### config.mk
export PLATFORM = sky130hd
export DESIGN_NAME = sleep_ctrl
export DESIGN_NICKNAME = d
export VERILOG_FILES = /design/src/sleep_pkg.sv /design/src/wake_if.sv /design/src/sleep_ctrl.sv /design/src/wake_timer.sv
export SDC_FILE = /design/constraint.sdc
export NUM_CORES = 1
export LEC_CHECK = 0
export BUFFER_PORTS_ARGS = -buffer_cell sky130_fd_sc_hd__buf_2
export CORE_UTILIZATION = 48
export DETAILED_ROUTE_END_ITERATION = 10
export GPL_TIMING_DRIVEN = 0
export PLACE_DENSITY = 0.78
export SLEW_MARGIN = 20
export SYNTH_ARGS = -nofsm -noshare
export SYNTH_HDL_FRONTEND = slang
export SYNTH_HIERARCHICAL = 1
export SYNTH_SLANG_ARGS = --single-unit
### constraint.sdc
create_clock -name clk_i -period 2.3 [get_ports clk_i]
set_input_delay 0.46 -clock clk_i [delete_from_list [all_inputs] [get_ports clk_i]]
set_output_delay 0.46 -clock clk_i [all_outputs]
set_load 0.02 [all_outputs]
### src/sleep_pkg.sv
// package: sleep controller register map, mode codes and timing constants
package sleep_pkg;
  // register byte offsets on the ahb-lite bus
  localparam logic [7:0] SLEEP_CTRL_OFS = 8'h00;
  localparam logic [7:0] SLEEP_STAT_OFS = 8'h04;
  localparam logic [7:0] CONV_CTRL_OFS = 8'h08;
  // control field layout
  localparam int ARM_BIT = 0;
  localparam int MODE_LSB = 1;
  localparam int MODE_MSB = 3;
  localparam logic [7:0] CTRL_RESET = 8'h00;
  localparam logic [7:0] CTRL_WMASK = 8'h0F;
  // sleep mode codes
  localparam logic [2:0] MODE_IDLE = 3'h0;
  localparam logic [2:0] MODE_NOISE = 3'h1;
  localparam logic [2:0] MODE_PDOWN = 3'h2;
  localparam logic [2:0] MODE_STANDBY = 3'h6;
  // wake timing in clock cycles
  localparam int IRQ_HALT_CYCLES = 4;
  localparam int STANDBY_WAKE_CYCLES = 6;
  // wake source vector positions
  localparam int WS_EXT_LEVEL = 0;
  localparam int WS_CONV_DONE = 1;
  localparam int WS_TIMER = 2;
  localparam int WS_NVM_READY = 3;
  localparam int WS_PSC = 4;
  localparam int WS_OTHER_IO = 5;
  localparam int WS_WIDTH = 6;
  typedef enum logic [2:0] {
    ST_RUN, ST_SLEEP, ST_STARTUP, ST_HALT
  } sleep_state_e;
endpackage : sleep_pkg

### src/wake_if.sv
// interface: wake request and delay counter handshake
`timescale 1ns/1ps
`default_nettype none
interface wake_if;
  logic start;
  logic [15:0] count;
  logic done;
  modport ctl (output start, output count, input done);
  modport tmr (input start, input count, output done);
endinterface : wake_if
`default_nettype wire

### src/sleep_ctrl.sv
// module: sleep mode controller with clock gating and ahb-lite registers
//
// Our own choices: the address map and the AHB-Lite slave port.
`timescale 1ns/1ps
`default_nettype none
module sleep_ctrl #(
  parameter int STARTUP_CYCLES = 16
) (
  input wire logic clk_i,
  input wire logic srst_i,
  // ahb-lite slave
  input wire logic hsel_i,
  input wire logic [7:0] haddr_i,
  input wire logic [1:0] htrans_i,
  input wire logic hwrite_i,
  input wire logic [2:0] hsize_i,
  input wire logic [31:0] hwdata_i,
  input wire logic hready_i,
  output logic [31:0] hrdata_o,
  output logic hreadyout_o,
  output logic hresp_o,
  // cpu side
  input wire logic sleep_instr_i,
  input wire logic any_reset_i,
  output logic cpu_hold_o,
  output logic resume_irq_o,
  output logic restart_vector_o,
  // fuses and converter
  input wire logic crystal_option_i,
  input wire logic [15:0] clock_source_fuses_delay_i,
  input wire logic converter_enabled_i,
  output logic conv_start_o,
  // wake sources, already synchronised by the interrupt logic
  input wire logic [sleep_pkg::WS_WIDTH-1:0] wake_src_i,
  input wire logic irq_pending_i,
  // clock domain enables
  output logic cpu_clock_domain_en_o,
  output logic flash_clock_domain_en_o,
  output logic io_clock_domain_en_o,
  output logic converter_clock_domain_en_o,
  output logic oscillator_en_o
);
  logic [7:0] ctrl_q;
  logic [2:0] mode_q;
  logic [2:0] halt_cnt_q;
  logic wake_irq_q;
  logic wr_pend_q;
  logic [7:0] wr_addr_q;
  logic conv_q;
  logic [31:0] rdata_q;
  sleep_pkg::sleep_state_e state_q;
  wake_if w ();
  logic sleep_arm_bit;
  logic [2:0] sleep_mode_select;
  logic mode_valid;
  logic wake_hit;
  logic addr_phase;

  // legal mode check; standby also needs a crystal option
  function automatic logic mode_ok(input logic [2:0] m, input logic xtal);
    case (m)
      sleep_pkg::MODE_IDLE,
      sleep_pkg::MODE_NOISE,
      sleep_pkg::MODE_PDOWN: mode_ok = 1'b1;
      sleep_pkg::MODE_STANDBY: mode_ok = xtal;
      default: mode_ok = 1'b0;
    endcase
  endfunction : mode_ok

  assign sleep_arm_bit = ctrl_q[sleep_pkg::ARM_BIT];
  assign sleep_mode_select = ctrl_q[sleep_pkg::MODE_MSB:sleep_pkg::MODE_LSB];
  assign mode_valid = mode_ok(sleep_mode_select, crystal_option_i);

  // mode-specific wake sources
  always_comb begin
    case (mode_q)
      sleep_pkg::MODE_IDLE: wake_hit = irq_pending_i;
      sleep_pkg::MODE_NOISE: wake_hit = wake_src_i[sleep_pkg::WS_CONV_DONE]
        | wake_src_i[sleep_pkg::WS_TIMER] | wake_src_i[sleep_pkg::WS_NVM_READY]
        | wake_src_i[sleep_pkg::WS_EXT_LEVEL];
      sleep_pkg::MODE_PDOWN,
      sleep_pkg::MODE_STANDBY: wake_hit = wake_src_i[sleep_pkg::WS_PSC]
        | wake_src_i[sleep_pkg::WS_EXT_LEVEL];
      default: wake_hit = 1'b0;
    endcase
  end

  // ahb-lite address phase capture; writes land in the data phase
  assign addr_phase = hsel_i && hready_i && htrans_i[1];
  always_ff @(posedge clk_i) begin
    if (srst_i) begin
      wr_pend_q <= 1'b0;
      wr_addr_q <= 8'h00;
    end else begin
      wr_pend_q <= addr_phase && hwrite_i;
      if (addr_phase) wr_addr_q <= haddr_i;
    end
  end

  // read data registered at the address phase, zero for unmapped
  always_ff @(posedge clk_i) begin
    if (srst_i) begin
      rdata_q <= 32'h0000_0000;
    end else if (addr_phase && !hwrite_i) begin
      case (haddr_i)
        sleep_pkg::SLEEP_CTRL_OFS: rdata_q <= {24'h000000, ctrl_q};
        sleep_pkg::SLEEP_STAT_OFS: rdata_q <= {29'h0, state_q};
        sleep_pkg::CONV_CTRL_OFS: rdata_q <= {31'h0, conv_q};
        default: rdata_q <= 32'h0000_0000;
      endcase
    end
  end
  assign hrdata_o = rdata_q;
  assign hreadyout_o = 1'b1;
  assign hresp_o = 1'b0;

  // control register: upper nibble never stored so it reads zero
  always_ff @(posedge clk_i) begin
    if (srst_i) begin
      ctrl_q <= sleep_pkg::CTRL_RESET;
    end else if (wr_pend_q && wr_addr_q == sleep_pkg::SLEEP_CTRL_OFS) begin
      ctrl_q <= hwdata_i[7:0] & sleep_pkg::CTRL_WMASK;
    end
  end

  // sleep sequencer
  always_ff @(posedge clk_i) begin
    if (srst_i) begin
      state_q <= sleep_pkg::ST_RUN;
      mode_q <= sleep_pkg::MODE_IDLE;
      wake_irq_q <= 1'b0;
      halt_cnt_q <= 3'h0;
    end else if (any_reset_i) begin
      state_q <= sleep_pkg::ST_RUN;
      wake_irq_q <= 1'b0;
    end else begin
      case (state_q)
        sleep_pkg::ST_RUN: begin
          // unarmed or reserved code: instruction falls through
          if (sleep_instr_i && sleep_arm_bit && mode_valid) begin
            state_q <= sleep_pkg::ST_SLEEP;
            mode_q <= sleep_mode_select;
          end
        end
        sleep_pkg::ST_SLEEP: begin
          if (wake_hit) begin
            wake_irq_q <= 1'b1;
            if (mode_q == sleep_pkg::MODE_IDLE || mode_q == sleep_pkg::MODE_NOISE) begin
              state_q <= sleep_pkg::ST_HALT;
              halt_cnt_q <= 3'(sleep_pkg::IRQ_HALT_CYCLES);
            end else begin
              state_q <= sleep_pkg::ST_STARTUP;
            end
          end
        end
        sleep_pkg::ST_STARTUP: begin
          if (w.done) begin
            state_q <= sleep_pkg::ST_HALT;
            halt_cnt_q <= 3'(sleep_pkg::IRQ_HALT_CYCLES);
          end
        end
        sleep_pkg::ST_HALT: begin
          halt_cnt_q <= halt_cnt_q - 3'h1;
          if (halt_cnt_q == 3'h1) begin
            state_q <= sleep_pkg::ST_RUN;
            wake_irq_q <= 1'b0;
          end
        end
        default: state_q <= sleep_pkg::ST_RUN;
      endcase
    end
  end

  // start-up delay: fixed six for standby, fuse value for power-down, or STARTUP_CYCLES when the fuses read zero
  assign w.start = (state_q == sleep_pkg::ST_SLEEP) && wake_hit
    && (mode_q == sleep_pkg::MODE_PDOWN || mode_q == sleep_pkg::MODE_STANDBY);
  assign w.count = (mode_q == sleep_pkg::MODE_STANDBY)
    ? 16'(sleep_pkg::STANDBY_WAKE_CYCLES)
    : ((clock_source_fuses_delay_i == 16'h0000) ? 16'(STARTUP_CYCLES)
      : clock_source_fuses_delay_i);

  wake_timer u_timer (
    .clk_i(clk_i),
    .srst_i(srst_i),
    .w(w)
  );

  // one conversion kick on entry to idle or noise with converter on
  always_ff @(posedge clk_i) begin
    if (srst_i) begin
      conv_q <= 1'b0;
    end else begin
      conv_q <= (state_q == sleep_pkg::ST_RUN) && sleep_instr_i && sleep_arm_bit
        && converter_enabled_i && (sleep_mode_select == sleep_pkg::MODE_IDLE
        || sleep_mode_select == sleep_pkg::MODE_NOISE) && !any_reset_i;
    end
  end
  assign conv_start_o = conv_q;

  // clock domain gating per mode; memories only lose their clock, not data
  always_comb begin
    cpu_clock_domain_en_o = 1'b1;
    flash_clock_domain_en_o = 1'b1;
    io_clock_domain_en_o = 1'b1;
    converter_clock_domain_en_o = 1'b1;
    oscillator_en_o = 1'b1;
    if (state_q == sleep_pkg::ST_SLEEP || state_q == sleep_pkg::ST_STARTUP) begin
      cpu_clock_domain_en_o = 1'b0;
      flash_clock_domain_en_o = 1'b0;
      case (mode_q)
        sleep_pkg::MODE_NOISE: io_clock_domain_en_o = 1'b0;
        sleep_pkg::MODE_PDOWN: begin
          io_clock_domain_en_o = 1'b0;
          converter_clock_domain_en_o = 1'b0;
          oscillator_en_o = (state_q == sleep_pkg::ST_STARTUP);
        end
        sleep_pkg::MODE_STANDBY: begin
          io_clock_domain_en_o = 1'b0;
          converter_clock_domain_en_o = 1'b0;
        end
        default: io_clock_domain_en_o = 1'b1;
      endcase
    end
  end

  assign cpu_hold_o = (state_q != sleep_pkg::ST_RUN);
  assign resume_irq_o = (state_q == sleep_pkg::ST_HALT) && (halt_cnt_q == 3'h1) && wake_irq_q;
  assign restart_vector_o = (state_q != sleep_pkg::ST_RUN) && any_reset_i;
endmodule : sleep_ctrl
`default_nettype wire

### src/wake_timer.sv
// module: down counter timing wake-up delays
`timescale 1ns/1ps
`default_nettype none
module wake_timer (
  input wire logic clk_i,
  input wire logic srst_i,
  wake_if.tmr w
);
  logic [15:0] cnt_q;
  logic busy_q;
  // load on start, count down, pulse done when the count reaches one
  always_ff @(posedge clk_i) begin
    if (srst_i) begin
      cnt_q <= 16'h0000;
      busy_q <= 1'b0;
    end else if (w.start) begin
      cnt_q <= w.count;
      busy_q <= 1'b1;
    end else if (busy_q) begin
      if (cnt_q <= 16'h0001) busy_q <= 1'b0;
      cnt_q <= cnt_q - 16'h0001;
    end
  end
  assign w.done = busy_q && (cnt_q <= 16'h0001);
endmodule : wake_timer
`default_nettype wire

# Word level (Yosys, flattened, before mapping)
# Cells that the tools add are included.
dict set report classes {
  n_reduce_logical 42
  n_mux 30
  n_eq_ne 17
  n_bitwise 5
  addsub 2
  n_lt_le_gt_ge 1
}
# cell n
set op_table {}
lappend op_table {{2-to-1 mux 16 bit} 4}
lappend op_table {{2-to-1 mux 3 bit} 7}
lappend op_table {{logical AND 1 bit} 18}
lappend op_table {{less-or-equal comparator 16 x 1 -> 1 bit, second input constant} 1}
lappend op_table {{logical NOT 16 bit} 1}
lappend op_table {{logical NOT 8 bit} 2}
lappend op_table {{subtractor 16 x 1 -> 16 bit, second input constant} 1}
lappend op_table {{2-to-1 mux 1 bit} 13}
lappend op_table {{equality test 3 x 1 -> 1 bit, second input constant} 4}
lappend op_table {{equality test 3 x 2 -> 1 bit, second input constant} 4}
lappend op_table {{one-hot mux 3 bit (4 select lines)} 1}
lappend op_table {{one-hot mux 4 bit (3 select lines)} 1}
lappend op_table {{logical NOT 3 bit} 3}
lappend op_table {{one-hot mux 3 bit (3 select lines)} 1}
lappend op_table {{equality test 8 x 3 -> 1 bit, second input constant} 1}
lappend op_table {{equality test 8 x 4 -> 1 bit, second input constant} 1}
lappend op_table {{inequality test 2 bit, second input constant} 4}
lappend op_table {{equality test 3 bit, second input constant} 2}
lappend op_table {{AND reduction 3 bit} 2}
lappend op_table {{nonzero test 3 bit} 2}
lappend op_table {{OR reduction 3 bit} 2}
lappend op_table {{AND reduction 5 bit} 1}
lappend op_table {{logical OR 1 bit} 4}
lappend op_table {{OR 1 bit} 4}
lappend op_table {{9 further kinds} 13}
dict set report totals {
  register_bits 73
  output_inout_bits 43
  inputBits 77
  word_cells 108
}

# Longest topological paths before layout
# Gate-level depths: netlist of run 1.
dict set report logic_depth {
  word_depth 7
  mapped_depth 9
  ltp_nobuf 8
}

# Cells and area by module
# Netlist of run 1, hierarchy kept.
# module instances cells_each area_per_inst_um2
set by_module_without_submodules {}
lappend by_module_without_submodules {sleep_ctrl 1 218 1740.4}
lappend by_module_without_submodules {wake_timer 1 113 999.7}

# Worst setup path before layout of run 1
# No wires, ideal clock.
dict set report synth_timing {
  path_kind {flip-flop to flip-flop}
  startpoint {reg u_timer.cnt_q[2]}
  endpoint {reg halt_cnt_q[1]}
  t_required_ns 2.230
  t_arrival_ns 1.991
  path_buffers 1
  path_stages_with_launch 9
  synth_period_minus_slack_ns 2.062
  setup_slack_ns 0.238
  setup_ns 0.070
  cell_sequence {dfxtp_1 -> buf_6 -> nor4_1 -> nand4_1 -> nor3_1 -> inv_1 -> a32o_2 -> or4_1 -> a21oi_1}
}
dict set report synth_between {
  elab_chain_cells 4
}
# element line
set synth_rtl {}
lappend synth_rtl {{from (decl)} wake_timer.sv:9} ;# logic [15:0] cnt_q;
lappend synth_rtl {{from (signal assigned)} wake_timer.sv:17} ;# cnt_q <= w.count;
lappend synth_rtl {{from (signal assigned)} wake_timer.sv:21} ;# cnt_q <= cnt_q - 16'h0001;
lappend synth_rtl {{less-or-equal comparator 16 x 1 -> 1 bit} wake_timer.sv:24} ;# assign w.done = busy_q && (cnt_q <= 16'h0001);
lappend synth_rtl {{logical AND 1 bit} wake_timer.sv:24}
lappend synth_rtl {{named net w.done} wake_if.sv:7} ;# logic done;
lappend synth_rtl {{inequality test 2 x 1 -> 1 bit (no line)} --}
lappend synth_rtl {{AND reduction 5 bit (no line)} --}
lappend synth_rtl {{to (signal assigned)} sleep_ctrl.sv:150} ;# halt_cnt_q <= 3'(sleep_pkg::IRQ_HALT_CYCLES);
lappend synth_rtl {{to (signal assigned)} sleep_ctrl.sv:159} ;# halt_cnt_q <= 3'(sleep_pkg::IRQ_HALT_CYCLES);
lappend synth_rtl {{to (signal assigned)} sleep_ctrl.sv:163} ;# halt_cnt_q <= halt_cnt_q - 3'h1;
lappend synth_rtl {{to (decl)} sleep_ctrl.sv:45} ;# logic [2:0] halt_cnt_q;
# The timed path passes the listed nets, and every way through them passes these cells.
# A chain may end at the register's enable or synchronous reset.

# Worst setup path in the final report of run 1
dict set report layout_timing {
  startpoint {reg state_q[0]}
  endpoint {out oscillator_en_o}
}
dict set report layout_between {
  elab_chain_cells 3
  elab_cells_between_ends 5
  classes_between {2 x eq/ne; 2 x mux; 1 x reduce/logical}
}
# element line
set layout_rtl {}
lappend layout_rtl {{from (decl)} sleep_ctrl.sv:51} ;# sleep_pkg::sleep_state_e state_q;
lappend layout_rtl {{from (signal assigned)} sleep_ctrl.sv:129} ;# state_q <= sleep_pkg::ST_RUN;
lappend layout_rtl {{from (signal assigned)} sleep_ctrl.sv:134} ;# state_q <= sleep_pkg::ST_RUN;
lappend layout_rtl {{from (signal assigned)} sleep_ctrl.sv:141} ;# state_q <= sleep_pkg::ST_SLEEP;
lappend layout_rtl {{equality test 3 x 2 -> 1 bit / equality test 3 x 1 -> 1 bit (equally long branches)} {sleep_ctrl.sv:207, sleep_ctrl.sv:215}}
lappend layout_rtl {{2-to-1 mux 1 bit / logical OR 1 bit (equally long branches)} {sleep_ctrl.sv:210, sleep_ctrl.sv:207}}
lappend layout_rtl {{2-to-1 mux 1 bit *} sleep_ctrl.sv:207} ;# if (state_q == sleep_pkg::ST_SLEEP || state_q == sleep_pkg::ST_STARTUP) begin
lappend layout_rtl {{to (decl)} sleep_ctrl.sv:41} ;# output logic oscillator_en_o
# Mark *: on every way between the ends. The rest lies on a longest branch, timed or not.

==> impl_metrics.tcl, run 1 <==
set metrics [dict create \
    floorplan.die.height_um 77.6 \
    tritoncts "built" \
    io-pin-count 120 \
    grt_first_pass_wirelength_mm 10.0 \
    critPathMaxStageDelay_ns 0.41 \
    swShare_pct 25.0 \
    muxShareOfSynthArea_pct 4.02 \
    timing.hold.ws_ns 0.391 \
    run_status "finished, final reports clean" \
    worst_pin_slew_ns 0.520 \
    place_congestion 0.862 \
    drive_above_1_share_pct 29.7 \
    detailed_place_hpwl_mm 4.60 \
    avgRoutedWirePerCell_um 12.2 \
    postCtsHoldBufs 0 \
    slowest_stage "sky130_fd_sc_hd__or3_2" \
    clock_latency_ns 0.30 \
    ctsRootBufferMaster "sky130_fd_sc_hd__clkbuf_8" \
    synth_adder_area_share_pct 4.11 \
    first_global_vias 2321 \
    max_freq_mhz 455 \
    power.ir.vdd_worst_v 0.000320 \
    synth_top_area_cells "sky130_fd_sc_hd__dfxtp_1, sky130_fd_sc_hd__buf_4, sky130_fd_sc_hd__nand2_1" \
    mappedNetlistArea_um2 2740 \
    grt_usage_pct 20.7 \
    synth_top_family_by_area "simple AND/OR/NAND/NOR gates" \
    clock_tree.buffer_depth 2 \
    synth_flop_cell "sky130_fd_sc_hd__dfxtp_1" \
    dr_total_vias 2517 \
    timing_hold_violations_final 0 \
    number_of_maximum_capacitance_violations 0 \
    initial_utilization_pct 49.8 \
    worst_slack_ns 0.102 \
    floorplan.rows 27 \
    hold_depth 3 \
    ys.warnings.count 6 \
    grt_start_max_net_pins 16 \
    starting_drc_count_in_detailed_routing 135 \
    syn_avg_cell_area_um2 8.28 \
    route.final.wire_length_mm 6.07 \
    synth_top_area_share_pct 32.1 \
    timing.critical_path.buf_inv 2 \
    synthSimpleGateAreaFrac_pct 27.7 \
    synth_largest_area_cell "sky130_fd_sc_hd__dfxtp_1" \
    power.leakage_nw 1.48 \
    synth-edff-count 0 \
    cts_htree_levels 2 \
    place.port_buffers 56 \
    final_count_of_negative_setup_slack_endpoints 0 \
    synth.lib_cells_used.distinct 56 \
    clock_sink_count 44 \
    num_antenna_cells 0 \
    clk_pin_slew_ns 0.09 \
    hold_path_class "input port to register" \
    flow.area_growth_from_synthesis_pct 23.2 \
    share_seq_of_total_power_pct 49.1 \
    clockPowerShare_pct 39.0 \
    synthXorXnorAreaFrac_pct 2.56 \
    worstReg2RegStart "u_timer/cnt_q[7]" \
    antenna_violating_nets_post_route 0 \
    cp_max_fo 6 \
    avgViaCountPerCell 5.07 \
    pwr-share-comb_pct 11.8 \
    critical_path_depth 5 \
    synth_cells 331 \
    finalCriticalPeriod_ns 2.20 \
    timing.rr.end "halt_cnt_q[1]" \
    core_area_um2 5510 \
    internal_power_mw 1.18 \
    place_ws_ns -0.0162 \
    synth_sequential_area_ratio_pct 32.1 \
    worstPathRequired_ns 1.84 \
    number_of_design_rule_violations_left_after_detail_routing 0 \
    start_kind "register" \
    antenna_found_initial 0 \
    detailedRoute.firstPassIterationCount 5 \
    grt-ovfl-total 0 \
    setup-tns-final_ns 0 \
    setup_repair_after_global_routing_missed_its_margin "no" \
    p_per_area_nw_per_um2 465 \
    fp.dieW_um 77.6 \
    worstRegToRegCells 7 \
    finClkSkew_ns 0.00459 \
    ys_ff_latch 44 \
    crit_path_end_kind "output port" \
    timing.reg2reg.setup_slack_ns 0.12 \
    kind_of_cell_with_the_highest_combined_delay_on_the_critical_path "simple AND/OR/NAND/NOR gates" \
    finalCritPeriodShare_pct 95.6 \
    final_nets 509 \
    maxSlewHeadroom_pct 65.2 \
    postSynth.asyncResetShare_pct 0 \
    path_class "register to output port" \
    power.net_switching_mw 0.392 \
    min-delay-start "hwdata_i[2]" \
    hold_end "ctrl_q[2]" \
    dieArea_um2 6010 \
    number_of_buffers_created_by_cts 5 \
    synth_compound_gate_area_share_pct 16.4 \
    slew_viol_final 0 \
    cp.arrival_ns 1.74 \
    worstPathCellList "inv_1 -> ha_4 -> nand2_1 -> or3_2 -> buf_2" \
]
==> per-layer routing <==
layer	routed length (um)	global-route usage, %	part of all wire, %	vias to the layer above
li1	-	-	-	1299
met1	2760	24.4	46	1128
met2	2920	36.9	48	79
met3	282	4.35	4.6	11
met4	101	7.17	1.7	0
met5	0	0	0	-
==> sequential cells by signal, indices dropped and copies added (netlist names) <==
name	count
conv_start_o	1
ctrl_q	4
halt_cnt_q	3
hrdata_o	4
mode_q	3
state_q	2
u_timer/busy_q	1
u_timer/cnt_q	16
wake_irq_q	1
wr_addr_q	8
wr_pend_q	1
==> worst max path at each step <==
| stage | end | from |
|---|---|---|
| 2_1_floorplan | halt_cnt_q[1] | u_timer/cnt_q[2] |
| 3_3_place_gp | halt_cnt_q[1] | u_timer/cnt_q[2] |
| 3_5_place_dp | halt_cnt_q[1] | u_timer/cnt_q[2] |
| 4_1_cts | oscillator_en_o | state_q[0] |
| 5_1_grt | u_timer/cnt_q[14] | state_q[1] |
| 6_report | oscillator_en_o | state_q[0] |
==> cell usage in the layout, fill, tap and decap left out, types with 8 or more instances in the layout <==
| cell type | n |
|---|---|
| sky130_fd_sc_hd__a21oi_1 | 19 |
| sky130_fd_sc_hd__and2_1 | 14 |
| sky130_fd_sc_hd__buf_2 | 60 |
| sky130_fd_sc_hd__buf_4 | 33 |
| sky130_fd_sc_hd__conb_1 | 30 |
| sky130_fd_sc_hd__dfxtp_1 | 42 |
| sky130_fd_sc_hd__ha_1 | 8 |
| sky130_fd_sc_hd__inv_1 | 11 |
| sky130_fd_sc_hd__mux2i_1 | 11 |
| sky130_fd_sc_hd__nand2_1 | 35 |
| sky130_fd_sc_hd__nor2_1 | 31 |
| sky130_fd_sc_hd__nor4_1 | 10 |
==> repair_timing <==
action	4_1_cts	5_1_grt
setup buffers	0	2
pin swaps	0	2
endpoints found under the setup margin	3	16
resized for setup	4	3
==> kinds of logic (layout without fill, tap and decap cells) <==
group | count (synthesis) | in the layout
AOI/OAI and AO/OA | 63 | 63
adders and majority gates | 9 | 9
and+or+nand+nor | 137 | 137
buffers and inverters | 57 | 122
DFF | 44 | 44
muxes | 11 | 11
other | 2 | 30
xor gates and xnor gates | 8 | 8
==> Yosys cell counts (4+ instances only) <==
cell	n
sky130_fd_sc_hd__dfxtp_1	44
sky130_fd_sc_hd__nand2_1	35
sky130_fd_sc_hd__buf_4	31
sky130_fd_sc_hd__nor2_1	31
sky130_fd_sc_hd__a21oi_1	19
sky130_fd_sc_hd__and2_1	14
sky130_fd_sc_hd__inv_1	11
sky130_fd_sc_hd__mux2i_1	11
sky130_fd_sc_hd__nor4_1	11
sky130_fd_sc_hd__ha_1	9
sky130_fd_sc_hd__a311oi_1	7
sky130_fd_sc_hd__clkbuf_1	7
sky130_fd_sc_hd__o21ai_0	7
sky130_fd_sc_hd__xnor2_1	7
sky130_fd_sc_hd__a211oi_1	6
sky130_fd_sc_hd__nand2b_1	6
sky130_fd_sc_hd__nor3_1	6
sky130_fd_sc_hd__or3_1	6
sky130_fd_sc_hd__nand3_1	4
==> worst min-delay path: cells and delay by family <==
family | cells | cell delay (ns)
buffers and inverters | 1 | 0.08
muxes | 1 | 0.05
and+or+nand+nor | 1 | 0.07
==> stage by stage <==
step,utilization (%),cells,power (mW),area [um^2]
global route,61.3,496,1.63,3370
detailed placement,58.4,487,0.972,3220
CTS,60.7,495,1.57,3340
global placement,58.4,487,0.969,3220
floorplan,-,359,0.913,2850
finish,61.3,496,1.57,3370
==> layout make-up <==
class | count | area [um^2]
buffer | 44 | 303
clock buffer | 5 | 68.8
clock inverter | 3 | 46.3
fill | 480 | 2130
inverter | 12 | 45.0
multi-input combinational | 258 | 1640
sequential | 44 | 883
tap | 72 | 90.1
timing repair buffer | 58 | 295
==> power by group through the flow <==
| stage | clock, mW | combinational [mW] | sequential, mW |
|---|---|---|---|
| floorplan | 0 | 0.126 | 0.787 |
| global placement | 0 | 0.181 | 0.788 |
| detailed placement | 0 | 0.183 | 0.788 |
| CTS | 0.618 | 0.183 | 0.770 |
| global route | 0.659 | 0.202 | 0.771 |
| finish | 0.612 | 0.186 | 0.770 |
Power figures use the tool's default switching activity.
==> run 2, diff against run 1 <==
Settings changed: RECOVER_POWER set to 50.
==> impl_metrics.tcl, run 2 (same netlist as run 1, synthesis figures left out) <==
set metrics [dict create \
    run_status "finished, final reports clean" \
    layout.cells.most_common_list "sky130_fd_sc_hd__buf_2, sky130_fd_sc_hd__dfxtp_1, sky130_fd_sc_hd__nand2_1, sky130_fd_sc_hd__buf_4, sky130_fd_sc_hd__nor2_1" \
    route.top_layer_used "met4" \
    postLayoutCoreUtil_pct 61.0 \
    antenna_found_initial 0 \
    dieArea_um2 6010 \
    biggestRegsByFlops "u_timer/cnt_q x16, wr_addr_q x8" \
    number_of_buffers_created_by_cts 5 \
    wl_met1_mm 2.74 \
    drive_above_1_share_pct 27.8 \
    crit_path_end_kind "output port" \
    num_antenna_cells 0 \
    io-pin-count 120 \
    final_count_of_negative_setup_slack_endpoints 0 \
    worstRegToRegCells 7 \
    first_global_vias 2321 \
    place.port_buffers 56 \
    starting_drc_count_in_detailed_routing 115 \
    flip_flop_count_of_the_largest_register_all_copies_and_words_added 16 \
    final_common_cell "sky130_fd_sc_hd__buf_2" \
    clock_tree.buffer_depth 2 \
    clock_latency_ns 0.30 \
    route.final.wire_length_mm 6.08 \
    antenna_violating_nets_post_route 0 \
    hold_depth 3 \
    placed_area_um2 3220 \
    tritoncts "built" \
    met3_wirelength_um 288 \
    detailed_place_hpwl_mm 4.60 \
    routed-wl-met2_mm 2.96 \
    worstPathRequired_ns 1.84 \
    hold_path_class "input port to register" \
    floorplan.rows 27 \
    dr_total_vias 2514 \
    cp_max_fo 6 \
    clock_sink_count 44 \
    timing_hold_violations_final 0 \
    worst_pin_slew_ns 0.535 \
    detailedRoute.firstPassIterationCount 4 \
    path_class "register to output port" \
    final_cell_area_um2 3360 \
    maxSlewHeadroom_pct 64.0 \
    power.leakage_nw 1.45 \
    registers.top_by_ff_count "u_timer/cnt_q" \
    avgRoutedWirePerCell_um 12.3 \
    finalCritPeriodShare_pct 95.6 \
    start_kind "register" \
    grt_usage_pct 20.7 \
    floorplan.die.height_um 77.6 \
    slew_viol_final 0 \
    place_congestion 0.862 \
    number_of_maximum_capacitance_violations 0 \
    finalCriticalPeriod_ns 2.20 \
    initial_utilization_pct 49.8 \
    power.ir.vdd_worst_v 0.000320 \
    core_area_um2 5510 \
    clk_pin_slew_ns 0.09 \
    max_freq_mhz 455 \
    final_nets 509 \
    number_of_design_rule_violations_left_after_detail_routing 0 \
    grt_first_pass_wirelength_mm 10.0 \
    setup_repair_after_global_routing_missed_its_margin "no" \
    fp.dieW_um 77.6 \
    grt_start_max_net_pins 16 \
    flow.area_growth_from_synthesis_pct 22.6 \
    cts_htree_levels 2 \
    finClkSkew_ns 0.00431 \
    cp.arrival_ns 1.74 \
    grt-ovfl-total 0 \
    ctsRootBufferMaster "sky130_fd_sc_hd__clkbuf_8" \
    p_per_area_nw_per_um2 467 \
    avgViaCountPerCell 5.07 \
    final.fill_count 483 \
]
[run 2: per-layer routing]
layer  global-route usage (%)  up-vias
met4                     7.17        0
met1                     24.4     1131
li1                         -     1298
met5                        0        -
met3                     4.35        9
met2                     36.9       76
[run 2: final cells by class]
class	count	area (um^2)	share of cell area (%)
repair buffers	58	288	8.56
clock inverters	3	46.3	1.38
clock buffers	5	68.8	2.05
inverters	12	45.0	1.34
flip-flops and latches	44	883	26.3
plain buffers	44	302	8.97
well taps	72	90.1	2.68
multi-input cells	258	1640	48.7
[run 2: stage by stage]
stage | cells | TNS [ns] | hold slack [ns] | setup WS [ns] | power (mW)
2_1_floorplan | 359 | 0 | 0.431 | 0.238 | 0.913
3_3_place_gp | 487 | 0 | 0.438 | 0.0347 | 0.969
3_5_place_dp | 487 | -0.0162 | 0.447 | -0.0162 | 0.972
4_1_cts | 495 | 0 | 0.388 | 0.0425 | 1.57
5_1_grt | 496 | 0 | 0.378 | 0.0158 | 1.63
6_report | 496 | 0 | 0.388 | 0.101 | 1.57
[run 2: repair_timing]
action                     CTS  global route
hold buffers                 0             0
gates resized for setup      4             3
pin swaps                    0             2
setup endpoints to repair    3            16
buffers inserted             0             2
[run 2: worst paths after layout]
| check | start | to | slack (ns) |
|---|---|---|---|
| max | state_q[0] | oscillator_en_o | 0.10 |
| min | converter_enabled_i | conv_start_o | 0.39 |
| max reg2reg | u_timer/cnt_q[7] | halt_cnt_q[1] | 0.12 |
| min reg2reg | wr_addr_q[0] | wr_addr_q[0] | 0.46 |
[run 2: report_power, final]
group          total (mW)  switching (mW)  internal, mW
registers           0.770         0.00361         0.767
clock network       0.613           0.286         0.327
logic               0.185           0.103        0.0817
[run 2: critical path: stages, from the launching register on]
cell and delay, ns:
sky130_fd_sc_hd__dfxtp_2 0.40, sky130_fd_sc_hd__inv_1 0.11, sky130_fd_sc_hd__ha_4 0.29, sky130_fd_sc_hd__nand2_1 0.06, sky130_fd_sc_hd__or3_2 0.41, sky130_fd_sc_hd__buf_2 0.17
==> run 3, diff against run 2 <==
Settings changed: ABC_AREA set to 1, CORE_UTILIZATION 48 to 49, PLACE_DENSITY 0.78 to 0.82.
==> impl_metrics.tcl, run 3 <==
set metrics [dict create \
    run_status "finished, final reports clean" \
    number_of_buffers_created_by_cts 5 \
    detailed_place_hpwl_mm 5.67 \
    avgRoutedWirePerCell_um 11.3 \
    fp.dieW_um 80.4 \
    finClkSkew_ns 0.00813 \
    syn_avg_cell_area_um2 6.45 \
    floorplan.rows 28 \
    cts_htree_levels 2 \
    detailedRoute.firstPassIterationCount 4 \
    ctsRootBufferMaster "sky130_fd_sc_hd__clkbuf_8" \
    final_nets 643 \
    clk_pin_slew_ns 0.09 \
    drive_above_1_share_pct 20.6 \
    final_common_cell "sky130_fd_sc_hd__nand2_1" \
    timing_hold_violations_final 0 \
    flip_flop_count_of_the_largest_register_all_copies_and_words_added 16 \
    worstPathRequired_ns 1.84 \
    start_kind "register" \
    ys.warnings.count 6 \
    internal_power_mw 1.40 \
    avgViaCountPerCell 4.83 \
    slew_viol_final 0 \
    postSynth.asyncResetShare_pct 0 \
    mappedNetlistArea_um2 3010 \
    io-pin-count 120 \
    number_of_maximum_capacitance_violations 0 \
    timing.reg2reg.setup_slack_ns 0.33 \
    grt-ovfl-total 0 \
    starting_drc_count_in_detailed_routing 169 \
    clock_sink_count 44 \
    slowest_stage "sky130_fd_sc_hd__dfxtp_1" \
    first_global_vias 2723 \
    grt_start_max_net_pins 15 \
    tritoncts "built" \
    synth_cells 467 \
    layout.cells.most_common_list "sky130_fd_sc_hd__nand2_1, sky130_fd_sc_hd__inv_1, sky130_fd_sc_hd__nor2_1, sky130_fd_sc_hd__buf_2, sky130_fd_sc_hd__dfxtp_1" \
    p_per_area_nw_per_um2 500 \
    num_antenna_cells 0 \
    core_area_um2 5920 \
    synth_largest_area_cell "sky130_fd_sc_hd__dfxtp_1" \
    hold_path_class "input port to register" \
    timing.rr.end "u_timer/cnt_q[1]" \
    synth.lib_cells_used.distinct 34 \
    timing.hold.ws_ns 0.394 \
    swShare_pct 22.5 \
    power.leakage_nw 1.86 \
    dieArea_um2 6470 \
    cp.arrival_ns 1.57 \
    synth_top_area_share_pct 29.2 \
    final_count_of_negative_setup_slack_endpoints 0 \
    setup_repair_after_global_routing_missed_its_margin "no" \
    pwr-share-comb_pct 11.6 \
    synth_sequential_area_ratio_pct 29.2 \
    flow.area_growth_from_synthesis_pct 20.1 \
    synth-edff-count 0 \
    hold_end "ctrl_q[3]" \
    final.fill_count 586 \
    crit_path_end_kind "output port" \
    grt_first_pass_wirelength_mm 12.0 \
    number_of_design_rule_violations_left_after_detail_routing 0 \
    crit_top_cell "sky130_fd_sc_hd__inv_1" \
    multi_input_comb_area_um2 1670 \
    finalCritPeriodShare_pct 88.4 \
    path_class "register to output port" \
    worst_pin_slew_ns 0.500 \
    place.port_buffers 56 \
    max_freq_mhz 492 \
    floorplan.die.height_um 80.4 \
    min-delay-start "hwdata_i[3]" \
    synth.cells.most_frequent "sky130_fd_sc_hd__nand2_1, sky130_fd_sc_hd__inv_1, sky130_fd_sc_hd__nor2_1, sky130_fd_sc_hd__dfxtp_1, sky130_fd_sc_hd__buf_4" \
    maxSlewHeadroom_pct 66.4 \
    initial_utilization_pct 50.9 \
    antenna_violating_nets_post_route 0 \
    worstPathCellList "inv_1 -> ha_1 -> inv_1 -> buf_4 -> buf_2" \
    registers.top_by_ff_count "u_timer/cnt_q" \
    setup-tns-final_ns 0 \
    ys_ff_latch 44 \
    antenna_found_initial 0 \
    clockPowerShare_pct 45.5 \
    dr_total_vias 3055 \
    biggestRegsByFlops "u_timer/cnt_q x16, wr_addr_q x8" \
    route.final.wire_length_mm 7.16 \
    seq_area_um2 881 \
    critPathMaxStageDelay_ns 0.45 \
    power.net_switching_mw 0.406 \
    finalCriticalPeriod_ns 2.03 \
    synth_flop_cell "sky130_fd_sc_hd__dfxtp_1" \
    cp_max_fo 5 \
    synth_top_area_cells "sky130_fd_sc_hd__dfxtp_1, sky130_fd_sc_hd__nand2_1, sky130_fd_sc_hd__inv_1" \
    worstReg2RegStart "mode_q[1]" \
    share_seq_of_total_power_pct 42.9 \
    place_congestion 0.904 \
    postCtsSetupRepairBufs 0 \
    hold_depth 3 \
    power.ir.vdd_worst_v 0.000395 \
    clock_latency_ns 0.30 \
    clock_tree.buffer_depth 2 \
    grt_usage_pct 23.5 \
    worstRegToRegCells 13 \
    synth.most_common_cell "sky130_fd_sc_hd__nand2_1" \
]
[run 3: cell types whose count changed after synthesis, moves of 11 or more]
| cell | previous run | this run |
|---|---|---|
| sky130_fd_sc_hd__nand2_1 | 35 | 114 |
| sky130_fd_sc_hd__nand3_1 | 4 | 25 |
| sky130_fd_sc_hd__o21ai_0 | 7 | 19 |
| sky130_fd_sc_hd__inv_1 | 11 | 69 |
| sky130_fd_sc_hd__and2_1 | 14 | 0 |
| sky130_fd_sc_hd__nor2_1 | 31 | 59 |
| sky130_fd_sc_hd__mux2i_1 | 11 | 0 |
[run 3: layout make-up]
class                   count  area share, %
plain buffers              37           7.50
repair buffers             56           7.50
flip-flops and latches     44           24.3
inverters                  72           7.47
multi-input cells         341           46.2
clock inverters             3           2.49
clock buffers               5           1.90
well taps                  75           2.59
[run 3: metal layers]
metal | part of all wire [%] | up-vias | global-route usage, %
li1 | - | 1595 | -
met1 | 43 | 1344 | 28.9
met2 | 49 | 107 | 42.5
met3 | 6.4 | 9 | 3.07
met4 | 1.2 | 0 | 6.25
met5 | 0 | - | 0
[run 3: metrics by stage]
stage	std cells	worst slack (ns)	power, mW	utilization (%)	instance area [um^2]
2_1_floorplan	495	0.541	0.939	-	3120
3_3_place_gp	626	0.156	0.999	59.0	3490
3_5_place_dp	626	0.138	1.00	59.0	3490
4_1_cts	634	0.145	1.82	61.7	3650
5_1_grt	633	0.0995	1.88	61.1	3620
6_report	633	0.267	1.81	61.1	3620
[run 3: power groups by stage]
stage	sequential [mW]	combinational [mW]	clock [mW]
floorplan	0.792	0.147	0
global placement	0.793	0.206	0
detailed placement	0.794	0.210	0
CTS	0.776	0.210	0.833
global route	0.777	0.233	0.866
finish	0.776	0.211	0.822
[run 3: cell families (layout without fill, tap and decap cells)]
kind of cell | after synthesis | after routing | share of synthesized area, %
simple gates | 234 | 234 | 34.8
buf+inv | 110 | 173 | 18.1
compound gates | 66 | 66 | 13.3
flops | 44 | 44 | 29.2
fa+ha+maj | 9 | 9 | 3.74
other cells | 2 | 30 | 0.249
xor+xnor | 2 | 2 | 0.582
[run 3: how the worst max path moves through the flow]
stage | slack [ns] | start | endpoint | cells past startpoint
2_1_floorplan | 0.54 | mode_q[1] | u_timer/cnt_q[11] | 11
3_3_place_gp | 0.16 | wake_src_i[2] | u_timer/cnt_q[0] | 15
3_5_place_dp | 0.14 | wake_src_i[2] | u_timer/cnt_q[0] | 15
4_1_cts | 0.15 | mode_q[1] | u_timer/cnt_q[5] | 13
5_1_grt | 0.1 | mode_q[1] | u_timer/cnt_q[0] | 13
6_report | 0.27 | state_q[0] | flash_clock_domain_en_o | 5
[run 3: what timing repair did]
| item | CTS | global route |
|---|---|---|
| gates resized for setup | 0 | 1 |
| endpoints found under the setup margin | 0 | 11 |
| hold buffers | 0 | 0 |
[run 3: critical path: cells and delay by family (launching register included)]
family / cells / cell delay (ns)
DFF: 1 / 0.45
buffers and inverters: 4 / 0.45
adders and majority gates: 1 / 0.38
